### src/core/scpc_consts.svh
// Offsets, field positions, reset values and counts for the shading corrector pin control.
`ifndef SCPC_CONSTS_SVH
`define SCPC_CONSTS_SVH
`define SCPC_OFS_STATUS 8'h00
`define SCPC_OFS_INDEX 8'h04
`define SCPC_OFS_POSITION 8'h08
`define SCPC_OFS_TIMING 8'h0c
`define SCPC_INDEX_RST 8'h00
`define SCPC_SRAM_WORDS 8'hd0
`define SCPC_TIMING_BYTES 8'h0a
`define SCPC_TIMING_RST 8'h00
`define SCPC_FLIP_SUB 4'h8
`define SCPC_VFLIP_BIT 4
`define SCPC_HFLIP_BIT 3
`define SCPC_MAIN_TIMING_BIT 3
`define SCPC_SYNC_BITS 13
`define SCPC_SYNC_RST 13'h0000
`define SCPC_PIN_HALVE 0
`define SCPC_PIN_SRC 1
`define SCPC_PIN_VFLIP 2
`define SCPC_PIN_HFLIP 3
`define SCPC_PIN_LIMITER 4
`define SCPC_PIN_CLEAR_N 5
`define SCPC_PIN_VSTART 6
`define SCPC_PIN_HSYNC 7
`define SCPC_PIN_STROBE 8
`define SCPC_PIN_SCLK 9
`define SCPC_PIN_SER_DATA 10
`define SCPC_PIN_CONV_CLK 11
`define SCPC_PIN_HSTART 12
`endif

### src/core/scpc_pkg.sv
// Types shared by the shading corrector pin control modules.
package scpc_pkg;
    typedef enum logic [3:0] {
        SCPC_SER_IDLE = 4'b0001,
        SCPC_SER_MAIN = 4'b0010,
        SCPC_SER_SUB = 4'b0100,
        SCPC_SER_DATA = 4'b1000
    } scpc_ser_state_t;
    typedef logic [5:0] scpc_word_t;
endpackage

### src/core/scpc_serial_rx.sv
// Three-wire serial receiver producing addressed byte writes.
`include "scpc_consts.svh"
module scpc_serial_rx
    import scpc_pkg::*;
(
    // Clock and control.
    input wire logic clk_in,
    input wire logic srst_in,
    input wire logic tick_in,
    input wire logic clear_in,
    // Filtered serial pins.
    input wire logic strobe_in,
    input wire logic sclk_in,
    input wire logic data_bit_in,
    // Write port.
    output logic wr_out,
    output logic [3:0] mask_out,
    output logic [7:0] addr_out,
    output logic [7:0] data_out,
    output logic busy_out
);
    scpc_ser_state_t state_reg, state_next;
    logic sclk_prev_reg;
    logic [2:0] bit_reg;
    logic [7:0] shift_reg;
    wire logic rise = sclk_in & ~sclk_prev_reg;
    wire logic [7:0] byte_now = {shift_reg[6:0], data_bit_in};
    wire logic byte_done = rise & ~strobe_in & (bit_reg == 3'h7);

    // A frame is a strobe-low window; the first byte names blocks, the second the start.
    always_comb begin
        state_next = state_reg;
        case (state_reg)
            SCPC_SER_IDLE: if (!strobe_in) state_next = SCPC_SER_MAIN;
            SCPC_SER_MAIN: if (strobe_in) state_next = SCPC_SER_IDLE;
                else if (byte_done) state_next = SCPC_SER_SUB;
            SCPC_SER_SUB: if (strobe_in) state_next = SCPC_SER_IDLE;
                else if (byte_done) state_next = SCPC_SER_DATA;
            SCPC_SER_DATA: if (strobe_in) state_next = SCPC_SER_IDLE;
            default: state_next = SCPC_SER_IDLE;
        endcase
    end

    always_ff @(posedge clk_in) begin
        if (srst_in || clear_in) begin
            state_reg <= SCPC_SER_IDLE;
            sclk_prev_reg <= 1'b0;
            bit_reg <= 3'h0;
            shift_reg <= 8'h00;
            wr_out <= 1'b0;
            mask_out <= 4'h0;
            addr_out <= 8'h00;
            data_out <= 8'h00;
        end else if (tick_in) begin
            state_reg <= state_next;
            sclk_prev_reg <= sclk_in;
            wr_out <= byte_done && state_reg == SCPC_SER_DATA;
            if (strobe_in) begin
                bit_reg <= 3'h0;
            end else if (rise) begin
                bit_reg <= bit_reg + 3'h1;
                shift_reg <= byte_now;
            end
            if (byte_done) begin
                case (state_reg)
                    SCPC_SER_MAIN: mask_out <= byte_now[3:0];
                    SCPC_SER_SUB: addr_out <= byte_now;
                    SCPC_SER_DATA: data_out <= byte_now;
                    default: data_out <= data_out;
                endcase
            end
            if (wr_out) begin
                addr_out <= addr_out + 8'h01;
            end
        end
    end

    assign busy_out = (state_reg != SCPC_SER_IDLE);
endmodule

### src/core/scpc_top.sv
// Pin control top: clock halving, scan inversion, output limiter, converter clock, clear.
//
// Local design decisions: the register offsets and the Wishbone interface to the registers.
`include "scpc_consts.svh"
// How it works
// - Internal clock halves when halving select high.
// - Flip input high means normal scan.
// - Pin flip levels ignored in register mode.
// - Limiter low drives digital correction words out.
// - Limiter high floats all eighteen outputs.
// - Converter clock generated inside, driven out.
// - Clear low restores configuration defaults.
// - Vertical start and hsync are timing references.
// - Settings load only through serial port.
// - Serial bytes: main address, sub address, data.
// - Write address increments after each byte.
module scpc_top
    import scpc_pkg::*;
(
    // Clock, reset and enable.
    input wire logic clk_in,
    input wire logic srst_in,
    input wire logic clk_en_in,
    // Wishbone slave.
    input wire logic wb_cyc_in,
    input wire logic wb_stb_in,
    input wire logic wb_we_in,
    input wire logic [7:0] wb_adr_in,
    input wire logic [3:0] wb_sel_in,
    input wire logic [31:0] wb_dat_in,
    output logic [31:0] wb_dat_out,
    output logic wb_ack_out,
    // Clock and clear pins.
    input wire logic clock_halving_select_in,
    input wire logic system_clear_n_in,
    // Scan inversion pins.
    input wire logic flip_source_select_in,
    input wire logic vertical_flip_in,
    input wire logic horizontal_flip_in,
    // Timing references.
    input wire logic vertical_start_pulse_in,
    input wire logic horizontal_start_pulse_in,
    input wire logic horizontal_sync_in,
    // Serial control port.
    input wire logic serial_strobe_in,
    input wire logic serial_clock_in,
    input wire logic serial_data_in,
    // Converter and digital outputs.
    input wire logic output_limiter_in,
    input wire logic converter_clock_in,
    output logic converter_clock_out,
    output logic [17:0] converter_data_out,
    output logic [17:0] digital_correction_out,
    output logic [17:0] digital_correction_oe_out
);
    logic [`SCPC_SYNC_BITS-1:0] s1_reg, s2_reg, s3_reg, pin_reg;
    logic [`SCPC_SYNC_BITS-1:0] pin_prev_reg;
    logic phase_reg;
    logic ack_reg;
    logic [31:0] dat_reg;
    logic [7:0] index_reg;
    logic [15:0] pixel_reg, line_reg;
    logic dack_reg;
    logic [17:0] word_reg, latched_reg;
    scpc_word_t sram0 [0:207];
    scpc_word_t sram1 [0:207];
    scpc_word_t sram2 [0:207];
    logic [7:0] timing_reg [0:9];
    logic ser_wr, ser_busy;
    logic [3:0] ser_mask;
    logic [7:0] ser_addr, ser_data;

    function automatic logic rising(input logic now, input logic prev);
        rising = now & ~prev;
    endfunction

    wire logic [`SCPC_SYNC_BITS-1:0] pins_raw = {horizontal_start_pulse_in,
        converter_clock_in, serial_data_in, serial_clock_in, serial_strobe_in,
        horizontal_sync_in, vertical_start_pulse_in, system_clear_n_in,
        output_limiter_in, horizontal_flip_in, vertical_flip_in,
        flip_source_select_in, clock_halving_select_in};
    // A pin counts as changed only once the second and third stages agree.
    wire logic [`SCPC_SYNC_BITS-1:0] agree = ~(s2_reg ^ s3_reg);
    wire logic [`SCPC_SYNC_BITS-1:0] pin_next = (agree & s3_reg) | (~agree & pin_reg);
    wire logic clear_act = ~pin_reg[`SCPC_PIN_CLEAR_N];
    wire logic halve = pin_reg[`SCPC_PIN_HALVE];
    // The halved clock is an enable on clk_in, so no second clock tree is built.
    wire logic tick = clk_en_in & (~halve | phase_reg);
    wire logic use_pins = pin_reg[`SCPC_PIN_SRC];
    wire logic [7:0] flip_byte = timing_reg[`SCPC_FLIP_SUB];
    // Pin levels reach the scan controls only through the select.
    wire logic v_normal = use_pins ? pin_reg[`SCPC_PIN_VFLIP]
        : flip_byte[`SCPC_VFLIP_BIT];
    wire logic h_normal = use_pins ? pin_reg[`SCPC_PIN_HFLIP]
        : flip_byte[`SCPC_HFLIP_BIT];
    wire logic hs_edge = rising(pin_reg[`SCPC_PIN_HSYNC], pin_prev_reg[`SCPC_PIN_HSYNC]);
    wire logic vs_edge = rising(pin_reg[`SCPC_PIN_VSTART], pin_prev_reg[`SCPC_PIN_VSTART]);
    wire logic dk_edge = rising(pin_reg[`SCPC_PIN_CONV_CLK], pin_prev_reg[`SCPC_PIN_CONV_CLK]);
    wire logic sram_idx_ok = (index_reg < `SCPC_SRAM_WORDS);
    wire logic [17:0] sram_word = sram_idx_ok ? {sram2[index_reg], sram1[index_reg],
        sram0[index_reg]} : 18'h00000;
    wire logic ser_sram_ok = ser_wr && (ser_addr < `SCPC_SRAM_WORDS);
    wire logic ser_tim_ok = ser_wr && ser_mask[`SCPC_MAIN_TIMING_BIT]
        && (ser_addr < `SCPC_TIMING_BYTES);
    wire logic [3:0] tim_sel = index_reg[3:0];
    wire logic [7:0] tim_read = (tim_sel < 4'ha) ? timing_reg[tim_sel] : 8'h00;
    // Status reports normal-scan levels; low in bit 0 or 1 means reverse scan.
    wire logic [31:0] status_word = {24'h000000, phase_reg, ser_busy, clear_act,
        pin_reg[`SCPC_PIN_LIMITER], halve, use_pins, h_normal, v_normal};
    wire logic bus_req = wb_cyc_in & wb_stb_in;
    wire logic bus_write = bus_req & wb_we_in & ack_reg & clk_en_in;
    wire logic [31:0] read_mux = (wb_adr_in == `SCPC_OFS_STATUS) ? status_word
        : (wb_adr_in == `SCPC_OFS_INDEX) ? {24'h000000, index_reg}
        : (wb_adr_in == `SCPC_OFS_POSITION) ? {line_reg, pixel_reg}
        : (wb_adr_in == `SCPC_OFS_TIMING) ? {24'h000000, tim_read}
        : 32'h00000000;

    // Pin synchronisers run on the undivided clock so the select itself is clean.
    always_ff @(posedge clk_in) begin
        if (srst_in) begin
            s1_reg <= `SCPC_SYNC_RST;
            s2_reg <= `SCPC_SYNC_RST;
            s3_reg <= `SCPC_SYNC_RST;
            pin_reg <= `SCPC_SYNC_RST;
        end else if (clk_en_in) begin
            s1_reg <= pins_raw;
            s2_reg <= s1_reg;
            s3_reg <= s2_reg;
            pin_reg <= pin_next;
        end
    end

    always_ff @(posedge clk_in) begin
        if (srst_in || clear_act) begin
            phase_reg <= 1'b0;
        end else if (clk_en_in) begin
            phase_reg <= ~phase_reg;
        end
    end

    // Wishbone slave: one wait state, ack drops the cycle after it is given.
    always_ff @(posedge clk_in) begin
        if (srst_in) begin
            ack_reg <= 1'b0;
            dat_reg <= 32'h00000000;
            index_reg <= `SCPC_INDEX_RST;
        end else if (clk_en_in) begin
            ack_reg <= bus_req & ~ack_reg;
            if (bus_req && !ack_reg) begin
                dat_reg <= read_mux;
            end
            if (bus_write && wb_adr_in == `SCPC_OFS_INDEX && wb_sel_in[0]) begin
                index_reg <= wb_dat_in[7:0];
            end
        end
    end

    // Serially loaded configuration; clear restores the defaults.
    always_ff @(posedge clk_in) begin
        if (srst_in || clear_act) begin
            for (int i = 0; i < 10; i++) begin
                timing_reg[i] <= `SCPC_TIMING_RST;
            end
        end else if (tick && ser_tim_ok) begin
            timing_reg[ser_addr[3:0]] <= ser_data;
        end
    end

    // Correction memories are not cleared; software reloads them after power-on.
    always_ff @(posedge clk_in) begin
        if (tick && ser_sram_ok) begin
            if (ser_mask[0]) sram0[ser_addr] <= ser_data[5:0];
            if (ser_mask[1]) sram1[ser_addr] <= ser_data[5:0];
            if (ser_mask[2]) sram2[ser_addr] <= ser_data[5:0];
        end
    end

    always_ff @(posedge clk_in) begin
        if (srst_in || clear_act) begin
            pin_prev_reg <= `SCPC_SYNC_RST;
            pixel_reg <= 16'h0000;
            line_reg <= 16'h0000;
            dack_reg <= 1'b0;
            word_reg <= 18'h00000;
            latched_reg <= 18'h00000;
        end else if (tick) begin
            pin_prev_reg <= pin_reg;
            pixel_reg <= hs_edge ? 16'h0000 : pixel_reg + 16'h0001;
            if (vs_edge) begin
                line_reg <= 16'h0000;
            end else if (hs_edge) begin
                line_reg <= line_reg + 16'h0001;
            end
            dack_reg <= ~dack_reg;
            word_reg <= sram_word;
            if (dk_edge) begin
                latched_reg <= word_reg;
            end
        end
    end

    scpc_serial_rx u_serial_rx (
        .clk_in(clk_in),
        .srst_in(srst_in),
        .tick_in(tick),
        .clear_in(clear_act),
        .strobe_in(pin_reg[`SCPC_PIN_STROBE]),
        .sclk_in(pin_reg[`SCPC_PIN_SCLK]),
        .data_bit_in(pin_reg[`SCPC_PIN_SER_DATA]),
        .wr_out(ser_wr),
        .mask_out(ser_mask),
        .addr_out(ser_addr),
        .data_out(ser_data),
        .busy_out(ser_busy)
    );

    assign wb_ack_out = ack_reg;
    assign wb_dat_out = dat_reg;
    assign converter_clock_out = dack_reg;
    assign converter_data_out = latched_reg;
    assign digital_correction_out = word_reg;
    assign digital_correction_oe_out = {18{~pin_reg[`SCPC_PIN_LIMITER]}};
endmodule

### config.mk
export PLATFORM = sky130hd
export DESIGN_NAME = scpc_top
export DESIGN_NICKNAME = d
export VERILOG_FILES = /design/src/core/scpc_pkg.sv /design/src/core/scpc_serial_rx.sv /design/src/core/scpc_top.sv
export VERILOG_INCLUDE_DIRS = /design/src /design/src/core
export SDC_FILE = /design/constraint.sdc
export NUM_CORES = 2
export LEC_CHECK = 0
export BUFFER_PORTS_ARGS = -buffer_cell sky130_fd_sc_hd__buf_2
export CAP_MARGIN = 30
export CORE_ASPECT_RATIO = 0.5
export CORE_MARGIN = 8
export CORE_UTILIZATION = 35
export CTS_CLUSTER_SIZE = 10
export DETAILED_ROUTE_END_ITERATION = 8
export HOLD_SLACK_MARGIN = 0.03
export PLACE_DENSITY_LB_ADDON = 0.25
export SETUP_SLACK_MARGIN = 0.05
export SYNTH_ARGS = -nofsm -noshare
export SYNTH_HDL_FRONTEND = slang
export SYNTH_SLANG_ARGS = --single-unit
### constraint.sdc
create_clock -name clk_in -period 14 [get_ports clk_in]
set_input_delay 0.7 -clock clk_in [delete_from_list [all_inputs] [get_ports clk_in]]
set_output_delay 0.7 -clock clk_in [all_outputs]
set_load 0.01 [all_outputs]
# Word-level counts from Yosys, hierarchy flattened

Memory sizes are Yosys's and may differ from the RTL's. A register that Yosys moved wholly into a read port is not among the register bits.
Index checks and enable logic that the tools add are counted.

$add $sub $neg: 4
Magnitude comparators: 4
Equality and inequality tests: 13
Muxes and demuxes: 48
Bitwise gates (word level): 30
Reduce and logical (&&, ||, !) cells: 27

Operators by type and width:

| operator              | number |
|---|---|
| $mux 32               | 3 |
| $mux 8                | 12 |
| $mux 16               | 3 |
| $mux 4                | 9 |
| $add 16x1->16 const B | 2 |
| $and 13x13->13        | 2 |
| $not 13->13           | 2 |
| $mux 18               | 1 |
| $mux 1                | 17 |
| $eq 8x4->1 const B    | 2 |
| $lt 8x8->1 const B    | 2 |
| $pmux 4 s4            | 1 |
| $or 13x13->13         | 1 |
| $xor 13x13->13        | 1 |
| $and 1x1->1           | 12 |
| $reduce_and 3->1      | 4 |
| $not 1->1             | 11 |
| $reduce_and 2->1      | 5 |
| $logic_and 1x1->1     | 9 |
| $add 8x1->8 const B   | 1 |
| $eq 8x3->1 const B    | 1 |
| $logic_not 8->1       | 1 |
| $lt 8x4->1 const B    | 1 |
| $reduce_bool 2->1     | 4 |
| 16 further kinds      | 19 |

Bits in registers: 211
RAM bits: 3824
Input bits: 63
Output and inout bits: 88
Logic and storage cells: 152
Memories: 4

Memories:

| memory     | words | bits a word | rd ports | clocked after Yosys merged registers in | wr ports | line           | RTL |
|---|---|---|---|---|---|---|---|
| sram0      | 208   | 6           | 1        | 1                                       | 1        | scpc_top.sv:65 | `scpc_word_t sram0 [0:207];` |
| sram1      | 208   | 6           | 1        | 1                                       | 1        | scpc_top.sv:66 | `scpc_word_t sram1 [0:207];` |
| sram2      | 208   | 6           | 1        | 1                                       | 1        | scpc_top.sv:67 | `scpc_word_t sram2 [0:207];` |
| timing_reg | 10    | 8           | 2        | 1                                       | 10       | scpc_top.sv:68 | `logic [7:0] timing_reg [0:9];` |

# Depth between registers and ports, before layout

Depth after elaboration: 9
Mapped depth: 12
Depth with buffers taken out: 7

# Cells and area by module

Synthesis repeated with hierarchy kept, for this count alone.

Cell total of the unflattened synthesis: 8304
Area total of the unflattened synthesis: 159929.6 µm²

By module, submodules not included:

| module         | times used | cells an instance | area an instance (µm²) | sequential area each (µm²) |
|---|---|---|---|---|
| scpc_top       | 1          | 8113              | 158220.5               | 119674.8 |
| scpc_serial_rx | 1          | 191               | 1709.1                 | 720.7 |

# Worst setup path after synthesis

Ideal clock, no wire load.

Kind: register to register
Start: reg u_serial_rx.data_out[0]
End: mem timing_reg[10][0], data pin
Setup time: 0.250 ns
Arrival: 9.910 ns
Required time: 13.750 ns
Setup slack: 3.840 ns
Stages on the path, launching flop included: 3
Path buffers: 0
Clock period less this slack: 10.160 ns
Cells stage by stage: dfxtp_1 > nand2_1 > inv_1

RTL lines:

| element                | line                 | RTL |
|---|---|---|
| from (decl)            | scpc_serial_rx.sv:19 | `output logic [7:0] data_out,` |
| from (signal assigned) | scpc_serial_rx.sv:68 | `SCPC_SER_DATA: data_out <= byte_now;` |
| from (signal assigned) | scpc_serial_rx.sv:69 | `default: data_out <= data_out;` |
| to (decl)              | scpc_top.sv:68       |  |

==> flow_metrics.tcl <==
set metrics [dict create \
    grt_pass1_vias 82210 \
    post_cts_buffers 0 \
    seqPwrFrac 0.554 \
    p_int_mw 19.07 \
    combPwrFrac 0.002 \
    grt_use_total 0.1843 \
    switching_share 0.1968 \
    rsz0062_at_grt "false" \
    final_cells 14970 \
    finClkSkew_ns 0.06235 \
    drc_errors 0 \
    synth_cell_types 68 \
    grt_overflow 0 \
    synth_seq_area_share 0.7518 \
    initial_core_util 0.3518 \
    antenna_left 0 \
    setup_viol 0 \
    worst_pin_slew_ns 1.250 \
    ys_seq_elements 4078 \
    status "finished, final reports clean" \
    clkPwrFrac 0.443 \
    die_x_um 972.6 \
    avgSynthCellArea_um2 19.07 \
    drt_iter0_drc 10230 \
    clockBufferDepth 4 \
    power_leakage_nw 63.53 \
    max_slew_margin 0.1666 \
    crit_type "flop to flop" \
    yosys_warnings 0 \
    endpoint_kind "flop" \
    hpwl_um 287900 \
    slew_violations 0 \
    routed_via_density 5.525 \
    reg.largest.list "sram0 x1248, sram1 x1248, sram2 x1248" \
    dieArea_mm2 0.4808 \
    num-nets-final 8770 \
    synth_area_leaders "edfxtp_1 73%, mux4_2 12%, mux2i_1 2.6%" \
    core_area_mm2 0.4552 \
    syn_inst 8396 \
    cts_root_buf "clkbuf_16" \
    dp.cells 14340 \
    p_per_area_mw_per_mm2 131.3 \
    hold_violations 0 \
    grt_start_max_net_pins 198 \
    final_common_cell "edfxtp_1" \
    cts_max_level 5 \
    clk_pin_slew_ns 0.06 \
    power_switching_mw 4.673 \
    drive_above_1_share 0.2061 \
    synth_top_area_frac 0.7260 \
    max-vdd-ir-drop_mv 0.1123 \
    synth_edf_count 3872 \
    critPathMaxFanout 95 \
    routedWlPerCell_um 30.41 \
    gp_routability_congestion 0.8220 \
    die_h_um 494.3 \
    worstPathRequired_ns 14.83 \
    synth_top_flop_cell "edfxtp_1" \
    io_buffers 122 \
    synth_area_mm2 0.1601 \
    fin_crit_sh 0.4000 \
    tns_ns 0 \
    hold_class "primary input to flop" \
    clkSinkCount 4078 \
    areaGrowthSynthToFinish_pct 12.90 \
    via_count 82710 \
    antenna_found_initial 42 \
    max_cap_viol_count 0 \
    critical_path_arrival_ns 6.43 \
    fin_crit_ns 5.599 \
    fin_ws_ns 8.401 \
    layout_common_cells "3,872 x edfxtp_1, 888 x mux4_2, 879 x nor2_1" \
    cts_tree "built" \
    row_count 175 \
    async_reset_ff_frac 0 \
    drt-total-wl_um 455200 \
    io_pins 151 \
    place_ws_ns 8.431 \
    grt_pass1_wl_um 636800 \
    cts_buffers 452 \
    timing.fmax_mhz 178.6 \
    cp-start-kind "flop" \
    insertion_delay_ns 0.95 \
    dr.pass1.iters 6 \
    yosysTopAreaCell "edfxtp_1" \
]
synthesized netlist by cell type (38+ instances only):
cell type  number
edfxtp_1     3872
o22ai_1        58
dfxtp_1       206
mux2i_1       423
a211oi_1       44
buf_1          40
nand2_1       430
mux4_2        888
buf_2         128
mux2_2         53
clkbuf_1      284
a21oi_1       112
nand3_1       118
nor3_1         39
and2_1         38
buf_4          54
nor2_1        885
o21ai_0        52
a221oi_1       39
a22oi_1       266
stage by stage:
stage / hold WS [ns] / util / instance area [um^2] / power [mW]
2_1_floorplan: 0.4312 / - / 160300 / 13.45
3_3_place_gp: 0.4421 / 0.3688 / 167900 / 13.47
3_5_place_dp: 0.4445 / 0.3694 / 168200 / 13.47
4_1_cts: 0.03000 / 0.3968 / 180600 / 23.93
5_1_grt: 0.07465 / 0.3972 / 180800 / 24.37
6_report: 0.09151 / 0.3972 / 180800 / 23.74
power by group through the flow:
| stage | logic [mW] | registers, mW | clock network, mW |
|---|---|---|---|
| 2_1_floorplan | 0.0291 | 13.4 | 0 |
| 3_3_place_gp | 0.0516 | 13.4 | 0 |
| 3_5_place_dp | 0.0517 | 13.4 | 0 |
| 4_1_cts | 0.0536 | 13.2 | 10.7 |
| 5_1_grt | 0.0576 | 13.2 | 11.1 |
| 6_report | 0.0525 | 13.2 | 10.5 |
timing repair:
action | 4_1_cts | 5_1_grt
resized for setup | 0 | 0
hold buffers | 8 | 0
endpoints found under the hold margin | 11 | 0
final cells by class:
type | instances | area (um^2)
diodes | 10 | 25.02
clock buffers | 586 | 11920
clock inverters | 23 | 475.5
fillers | 40730 | 274400
inverters | 23 | 97.59
multi-input cells | 3810 | 37530
flip-flops and latches | 4078 | 120400
well taps | 6106 | 7640
repair buffers | 334 | 2688
final timing paths:
kind	depth (start not counted)	from	slack (ns)	end
worst max-delay path	9	flop	8.40	digital_correction_out[1]$_SDFFE_PP0P_
worst min register to register	2	converter_data_out[5]$_SDFFE_PP0P_	0.45	converter_data_out[5]$_SDFFE_PP0P_
worst min-delay path	3	system_clear_n_in	0.09	s1_reg[5]$_SDFFE_PP0P_
worst max register to register	9	flop	8.40	digital_correction_out[1]$_SDFFE_PP0P_
logic make-up (layout without fill, tap and decap cells):
group,count (synthesis),in the layout,synth area share
flops,4078,4078,0.7518
simple gates,1671,1671,0.04407
mux,1364,1364,0.1550
compound gates,695,695,0.03059
buf+inv,555,966,0.01656
xor+xnor,24,24,0.001313
fa+ha+maj,8,8,0.0006250
other cells,1,58,0.00002342
critical path, cell delays in order (launching register included):
cell	delay (ns)
dfxtp_4	0.80
buf_12	0.53
buf_4	0.72
buf_4	0.76
mux4_2	0.43
a22o_1	0.35
a221oi_1	0.72
nor3_1	0.18
or4_1	0.50
a221o_1	0.30
layer usage:
metal,track usage,vias to the layer above,part of all wire
li1,-,34350,-
met1,0.2658,44320,0.43
met2,0.2788,3418,0.45
met3,0.04291,612,0.091
met4,0.05283,4,0.030
met5,0,-,0.000057
No activity file was read; power rests on OpenSTA's default activity.
